File: src/common/voice_seq_pkg.sv
// constants and types for the voice trigger sequencer
// assumes a 200 MHz system clock and triggers already synchronous to it
// Functional notes
// - key voice playing: edge plus irretrigger inputs ignore new triggers.
// - without per-input reload, second input trigger during key voice acts as key trigger.
// - any jumping table disables per-input reload.
// - jumping plus looping: loop table restarts itself instead of ending.
// - power-on playback is edge/unhold/retrigger; any trigger preempts it.
// - priority: key input, then second input, then power-on playback.
// - release-jump: releasing trigger stops start table, goes to jump table.
// - release-jump option applies to all trigger inputs.
// - release-jump loop playing: retrigger inputs accept new triggers.
// - alarm-snooze: even tables alarm, odd silent snooze, steps irretrigger.
// - alarm without snooze: release-jump, level, retrigger, long debounce.
// - start table with jump ends: loop table begins without new trigger.
// - idle debounce: slow about 20 ms, fast about 50 us.
package voice_seq_pkg;
    localparam int          CLK_MHZ         = 200;
    localparam int          SLOW_DEB_MS     = 20;
    localparam int          FAST_DEB_US     = 50;
    localparam int          SLOW_DEB_CYC    = SLOW_DEB_MS * 1000 * CLK_MHZ;
    localparam int          FAST_DEB_CYC    = FAST_DEB_US * CLK_MHZ - 1;
    localparam logic [4:0]  TABLE_RST       = 5'h00;
    localparam logic [1:0]  SRC_NONE        = 2'h0;
    localparam logic [1:0]  SRC_KEY         = 2'h1;
    localparam logic [1:0]  SRC_TWO         = 2'h2;
    localparam logic [1:0]  SRC_PWR         = 2'h3;

    typedef enum logic [3:0] {
        ST_IDLE  = 4'b0001,
        ST_START = 4'b0010,
        ST_LOOP  = 4'b0100,
        ST_DONE  = 4'b1000
    } seq_state_e;
endpackage

File: src/rtl/trig_debounce.sv
// debounce filter for one trigger input
// assumes input is synchronous to clk
`timescale 1ns/1ps
`default_nettype none
module trig_debounce
    import voice_seq_pkg::*;
#(
    parameter int SLOW_CYC = SLOW_DEB_CYC,
    parameter int FAST_CYC = FAST_DEB_CYC
) (
    input  wire logic clk,
    input  wire logic sys_rst,
    input  wire logic raw_in,
    input  wire logic slow_sel,
    output logic      level_out
);
    // counts the filter cannot serve
    if (SLOW_CYC < 2 || FAST_CYC < 1 || FAST_CYC >= SLOW_CYC) begin : g_bad_counts
        $error("trig_debounce: bad debounce counts");
    end

    typedef struct packed {
        logic [31:0] cnt;
        logic        lvl;
    } deb_s;

    deb_s st_q;
    deb_s st_d;

    always_comb begin
        st_d = st_q;
        if (raw_in == st_q.lvl) begin
            st_d.cnt = 32'h0000_0000;
        end else if (st_q.cnt >= 32'(slow_sel ? SLOW_CYC : FAST_CYC)) begin
            st_d.lvl = raw_in;
            st_d.cnt = 32'h0000_0000;
        end else begin
            st_d.cnt = st_q.cnt + 32'h0000_0001;
        end
    end

    always_ff @(posedge clk) begin
        if (sys_rst)
            st_q <= '0;
        else
            st_q <= st_d;
    end

    assign level_out = st_q.lvl;
endmodule
`default_nettype wire

File: src/rtl/voice_trigger_sequencer.sv
// trigger arbitration and table sequencing for the voice player
// assumes the audio engine reports end of table on table_done
`timescale 1ns/1ps
`default_nettype none
module voice_trigger_sequencer
    import voice_seq_pkg::*;
#(
    parameter int SLOW_CYC = SLOW_DEB_CYC,
    parameter int FAST_CYC = FAST_DEB_CYC
) (
    input  wire logic       clk,
    input  wire logic       sys_rst,
    input  wire logic       key_input_pin,
    input  wire logic       second_input_pin,
    input  wire logic       power_on_playback,
    input  wire logic       release_jump_option,
    input  wire logic       alarm_snooze_option,
    input  wire logic       per_input_reload,
    input  wire logic       jump_configured,
    input  wire logic       loop_configured,
    input  wire logic [2:0] key_mode,
    input  wire logic [2:0] two_mode,
    input  wire logic       key_slow_deb,
    input  wire logic       two_slow_deb,
    input  wire logic [4:0] key_table,
    input  wire logic [4:0] two_table,
    input  wire logic [4:0] pwr_table,
    input  wire logic       table_done,
    output logic            playing,
    output logic            in_loop,
    output logic            mute,
    output logic [4:0]      table_sel,
    output logic [1:0]      voice_src,
    output logic            play_start
);
    // counts the filters cannot serve
    if (FAST_CYC < 1 || SLOW_CYC <= FAST_CYC) begin : g_bad_counts
        $error("voice_trigger_sequencer: bad debounce counts");
    end

    // mode bits: [2] level, [1] hold, [0] retrigger
    function automatic logic accept(input logic [2:0] m, input logic busy, input logic loop_rel);
        // edge irretrigger ignored while busy, retrigger accepted in released loop
        if (!busy)
            accept = 1'b1;
        else if (loop_rel && m[0])
            accept = 1'b1;
        else
            accept = m[0] | m[2];
    endfunction

    // level inputs fire while idle, every input fires on a rising edge
    function automatic logic trig_seen(input logic lvl_mode, input logic lvl, input logic rise, input logic busy);
        if (lvl_mode)
            trig_seen = (lvl & ~busy) | rise;
        else
            trig_seen = rise;
    endfunction

    logic [1:0] raw_trig;
    logic [1:0] slow_trig;
    logic [1:0] deb_lvl;
    logic       key_lvl;
    logic       two_lvl;

    assign raw_trig  = {second_input_pin, key_input_pin};
    assign slow_trig = {two_slow_deb, key_slow_deb};

    // one filter per trigger input
    for (genvar i = 0; i < 2; i++) begin : g_deb
        trig_debounce #(.SLOW_CYC(SLOW_CYC), .FAST_CYC(FAST_CYC)) u_trig_debounce (
            .clk       (clk),
            .sys_rst   (sys_rst),
            .raw_in    (raw_trig[i]),
            .slow_sel  (slow_trig[i]),
            .level_out (deb_lvl[i])
        );
    end

    assign key_lvl = deb_lvl[0];
    assign two_lvl = deb_lvl[1];

    typedef struct packed {
        seq_state_e fsm;
        logic [1:0] src;
        logic [4:0] tbl;
        logic       key_prev;
        logic       two_prev;
        logic       pwr_done;
        logic       released;
        logic       start;
        logic       mute;
        logic       play;
    } seq_s;

    seq_s st_q;
    seq_s st_d;

    logic       reload_on;
    logic       busy;
    logic       key_rise;
    logic       two_rise;
    logic       key_hit;
    logic       two_hit;
    logic       pwr_hit;
    logic       cur_lvl;
    logic [2:0] cur_mode;
    logic [2:0] two_eff;
    logic [4:0] two_sel;

    always_comb begin
        reload_on = per_input_reload & ~jump_configured;
        busy      = st_q.fsm == ST_START || st_q.fsm == ST_LOOP;
        key_rise  = key_lvl & ~st_q.key_prev;
        two_rise  = two_lvl & ~st_q.two_prev;
        // snooze tables are odd; their steps run irretrigger
        two_eff   = two_mode;
        if (alarm_snooze_option && st_q.tbl[0])
            two_eff[0] = 1'b0;
        cur_mode  = st_q.src == SRC_TWO ? two_eff : (st_q.src == SRC_PWR ? 3'b001 : key_mode);
        cur_lvl   = st_q.src == SRC_TWO ? two_lvl : (st_q.src == SRC_KEY ? key_lvl : 1'b1);
        key_hit   = trig_seen(key_mode[2], key_lvl, key_rise, busy)
                  & (st_q.src == SRC_PWR || accept(key_mode, busy, st_q.released));
        two_hit   = trig_seen(two_eff[2], two_lvl, two_rise, busy)
                  & (st_q.src == SRC_PWR || accept(st_q.src == SRC_KEY ? key_mode : two_eff,
                                                   busy, st_q.released));
        pwr_hit   = power_on_playback & ~st_q.pwr_done & ~busy;
        // second input during key voice acts as key when reload is off
        two_sel   = (!reload_on && st_q.src == SRC_KEY && busy) ? key_table : two_table;
    end

    always_comb begin
        st_d          = st_q;
        st_d.key_prev = key_lvl;
        st_d.two_prev = two_lvl;
        st_d.start    = 1'b0;
        if (key_hit) begin
            st_d.fsm      = ST_START;
            st_d.src      = SRC_KEY;
            st_d.tbl      = key_table;
            st_d.start    = 1'b1;
            st_d.released = 1'b0;
            st_d.pwr_done = 1'b1;
        end else if (two_hit) begin
            st_d.fsm      = ST_START;
            st_d.src      = two_sel == key_table && !reload_on && st_q.src == SRC_KEY ? SRC_KEY : SRC_TWO;
            st_d.tbl      = two_sel;
            st_d.start    = 1'b1;
            st_d.released = 1'b0;
            st_d.pwr_done = 1'b1;
        end else if (pwr_hit) begin
            st_d.fsm      = ST_START;
            st_d.src      = SRC_PWR;
            st_d.tbl      = pwr_table;
            st_d.start    = 1'b1;
            st_d.pwr_done = 1'b1;
        end else begin
            case (st_q.fsm)
                ST_IDLE: begin
                    st_d.src = SRC_NONE;
                end
                ST_START: begin
                    if (release_jump_option && st_q.src != SRC_PWR && !cur_lvl) begin
                        // both trigger inputs share release-jump behaviour, power-on playback does not
                        st_d.fsm      = jump_configured ? ST_LOOP : ST_DONE;
                        st_d.released = 1'b1;
                        st_d.start    = jump_configured;
                    end else if (cur_mode[1] && !release_jump_option && !cur_lvl) begin
                        st_d.fsm = ST_DONE;
                    end else if (table_done) begin
                        st_d.fsm   = jump_configured ? ST_LOOP : ST_DONE;
                        st_d.start = jump_configured;
                    end
                end
                ST_LOOP: begin
                    if (cur_mode[1] && !release_jump_option && !cur_lvl) begin
                        st_d.fsm = ST_DONE;
                    end else if (table_done) begin
                        st_d.fsm   = loop_configured ? ST_LOOP : ST_DONE;
                        st_d.start = loop_configured;
                    end
                end
                ST_DONE: begin
                    st_d.fsm      = ST_IDLE;
                    st_d.released = 1'b0;
                end
                default: begin
                    st_d.fsm = ST_IDLE;
                end
            endcase
        end
        // odd tables are silent snooze, loop tables greet
        st_d.mute = alarm_snooze_option && st_d.tbl[0] && st_d.fsm == ST_START;
        st_d.play = st_d.fsm == ST_START || st_d.fsm == ST_LOOP;
    end

    always_ff @(posedge clk) begin
        if (sys_rst) begin
            st_q          <= '0;
            st_q.fsm      <= ST_IDLE;
            st_q.src      <= SRC_NONE;
            st_q.tbl      <= TABLE_RST;
        end else begin
            st_q <= st_d;
        end
    end

    assign playing    = st_q.play;
    assign in_loop    = st_q.fsm[2];
    assign mute       = st_q.mute;
    assign table_sel  = st_q.tbl;
    assign voice_src  = st_q.src;
    assign play_start = st_q.start;
endmodule
`default_nettype wire

File: config.mk
export PLATFORM = sky130hd
export DESIGN_NAME = voice_trigger_sequencer
export DESIGN_NICKNAME = d
export VERILOG_FILES = /design/src/common/voice_seq_pkg.sv /design/src/rtl/trig_debounce.sv /design/src/rtl/voice_trigger_sequencer.sv
export SDC_FILE = /design/constraint.sdc
export NUM_CORES = 1
export LEC_CHECK = 0
export CAP_MARGIN = 10
export CORE_MARGIN = 3
export CORE_UTILIZATION = 40
export DETAILED_ROUTE_END_ITERATION = 8
export DONT_BUFFER_PORTS = 1
export MAX_ROUTING_LAYER = met4
export PLACE_DENSITY_LB_ADDON = 0.08
export SLEW_MARGIN = 25
export SYNTH_ARGS = -nofsm -noshare
export SYNTH_HDL_FRONTEND = slang
export SYNTH_HIERARCHICAL = 1
export SYNTH_SLANG_ARGS = --single-unit
export TNS_END_PERCENT = 10
File: constraint.sdc
create_clock -name clk -period 1.9 [get_ports clk]
set_input_delay 0 -clock clk [delete_from_list [all_inputs] [get_ports clk]]
set_output_delay 0 -clock clk [all_outputs]
set_load 0.01 [all_outputs]
==> results.toml <==
[drt]
viasPerCell = 5.10
drt_iter0_markers = 149
first_pass_iters = 4
drc = 0
wl_per_cell_um = 14.5
drt-total-wl_mm = 9.99
via_count = 3515
antenna_left = 0

[clocking]
cts_made_buffers = 9
cts_tree = "yes"
clock_latency_ns = 0.34
cts-root-buf = "clkbuf_16"
clk_pin_slew_ns = 0.06
cts.sinks = 83
clockBufferDepth = 2
h-tree-depth = 3

[global_route]
track_usage_pct = 17.1
grt_pass1_vias = 3502
grt_overflow = 0
antenna_found_initial = 0
grt_max_degree = 20
grt_pass1_wl_mm = 17.1

[timing]
fmax_mhz = 526
slew_headroom_pct = 49.8
setup_viol = 1
rsz0062_at_grt = "true"
worst_slack_ns = -0.00113
hold_slack_ns = 0.0134
skew_ns = 0.00473
finalHoldViolCount = 0
finalCritPeriodShare_pct = 100
drv_slew = 0
period_needed_ns = 1.90
tightest_slew_ns = 0.751

[final_layout]
design_area_sq_mm = 0.00555
n_fill_cell = 1049
final_common_cell = "dfxtp_1"
antennaDiodeCount = 0
seq_area_sq_mm = 0.00167
area_delta_synth_final_pct = 20.3
final_cells = 689
layout_common_cells = "dfxtp_1 (79), nor2_2 (40), nor2_1 (35), xnor2_1 (30)"
layout-drive-gt1-share_pct = 23.1
multi_input_area_sq_mm = 0.00285
fin_nets = 608

[logic_synthesis]
synth_top_area_share_pct = 36.0
synthArstFlopShare_pct = 0
yosysUniqueCellTypes = 66
synth_area_leaders = "dfxtp_1 (36%), ha_1 (7.6%), xnor2_1 (5.7%), nor2_2 (5.4%), xor2_1 (3.8%)"
ys_seq_elements = 83
synth.avg_cell_area_sq_um = 9.49
synth_flop_cell = "dfxtp_1"
synth_warnings = 6
seq_area_frac_synth_pct = 36.0
syn_area_sq_mm = 0.00461
synth_edf_count = 0
synth_top_area_cell = "dfxtp_1"
synth_cells = 486

[status]
failed_checks = "negative setup slack"
outcome = "finished with violations"

[worst_setup_path]
critPathLaunchType = "register"
critPathSlowestCell = "or4b_4"
rrSetupSlack_ns = -0.001
cpPeakStageDelay_ns = 0.59
path_cells = "or4b_4 > or3_1 > a2111oi_4 > or2_1"
cp.required_ns = 2.19
worstSetupPathType = "register to register"
crit_fanout = 4
crit_arrival_ns = 2.19
cp-end-kind = "register"

[floorplanning]
core-area_sq_mm = 0.0111
ioPinCount = 45
fp.dieH_um = 113
die_w_um = 113
fp-row-count = 38
initial_core_util_pct = 41.7
dieArea_sq_mm = 0.0129

[placement]
routabilityCongestion = 0.853
place_area_sq_mm = 0.00494
dpl.hpwl_mm = 7.19
port_buffers = 0
place_inst = 652

[power]
p_per_area_mw_per_mm2 = 759
ir_worst_vdd_mv = 0.515
leakage_uw = 0.00205

[job]
cap_viol_max_count = 0

[hold_path]
hold_path.class = "input port to register"
synth_stat cells (all sizes together), types with 2 or more instances:
cell type and instances:
o21ai 13, nand4bb 2, a21o 4, clkbuf 3, a22o 5, conb 2
and3 2, nand2 24, mux2i 6, ha 28, or4b 2, nor2 75
a21oi 7, inv 20, and4 7, a211o 2, a2111oi 2, nand2b 10
nand4 12, nand3 18, a2bb2oi 4, dfxtp 83, xnor2 30, nor4 14
nor4b 2, nor2b 4, nor3 24, a31oi 5, a211oi 8, and2 3
or2 2, a311oi 2, xor2 20, nand4b 4, and4bb 4, o211ai 5
a21boi 2, buf 15
kinds of logic (layout without fill, tap and decap cells):
family	after synthesis	after routing	share of synthesized area, %
compound gates	69	70	11.9
xor+xnor	50	50	9.49
fa+ha+maj	28	28	7.59
buf+inv	38	84	4.69
flops	83	83	36.0
mux	6	6	1.30
other cells	2	18	0.163
simple gates	210	210	28.9
timing repair:
action | 4_1_cts | 5_1_grt
setup buffers | 0 | 3
endpoints found under the hold margin | 18 | 0
pin swaps | 8 | 6
cloned | 0 | 1
setup endpoints to repair | 5 | 42
hold buffers | 19 | 0
gates resized for setup | 3 | 9
registers in the layout, summed over array words and instances (netlist names):
signal,flops
playing,1
g_deb.u_trig_debounce/st_q,64
st_q,6
table_sel,5
mute,1
play_start,1
in_loop,1
g_deb.u_trig_debounce/level_out,2
voice_src,2
final cells by class:
| cell class | count | share of cell area, % |
|---|---|---|
| clock inverter | 4 | 1.78 |
| inverter | 20 | 1.35 |
| multi-input combinational | 382 | 51.4 |
| sequential | 83 | 30.0 |
| timing repair buffer | 50 | 7.98 |
| tap | 140 | 3.16 |
| clock buffer | 10 | 4.31 |
critical path, delay by kind of cell, from the launching register on:
kind            cells  cell delay (ns)
simple gates        3             1.16
flops               1             0.32
compound gates      1             0.38
metrics by stage:
stage                     worst slack, ns  power (uW)  util (%)  setup TNS, ns
after floorplan                    0.0172        2110         -              0
after global placement            -0.0187        2180      44.6        -0.0187
after detailed placement          -0.0708        2180      44.6        -0.0795
after CTS                         -0.0301        4270      49.5        -0.0600
after global routing              -0.0835        4400      50.1         -0.163
final                            -0.00113        4210      50.1       -0.00113
power breakdown:
part / total, uW / internal [uW] / switching (uW)
clock network: 2010 / 1310 / 698
registers: 1840 / 1800 / 42.0
logic: 368 / 189 / 179
path summary, 6_finish.rpt:
check	start	to	cells after the start
min reg2reg	st_q[4]$_SDFFE_PP0P_	st_q[4]$_SDFFE_PP0P_	2
min	sys_rst	g_deb[1].u_trig_debounce/st_q[1]$_SDFF_PP0_	4
max	st_q[17]$_SDFF_PP0_	playing$_SDFF_PP0_	4
max reg2reg	st_q[17]$_SDFF_PP0_	playing$_SDFF_PP0_	4
per-layer routing:
metal,track usage (%),part of all wire (%),wire length [um],vias to the layer above
li1,-,-,-,1829
met1,20.7,46,4560,1633
met2,27.7,49,4890,44
met3,5.20,4.0,403,9
met4,4.81,1.4,143,0
met5,-,0,0,-
Power figures use the tool's default switching activity.
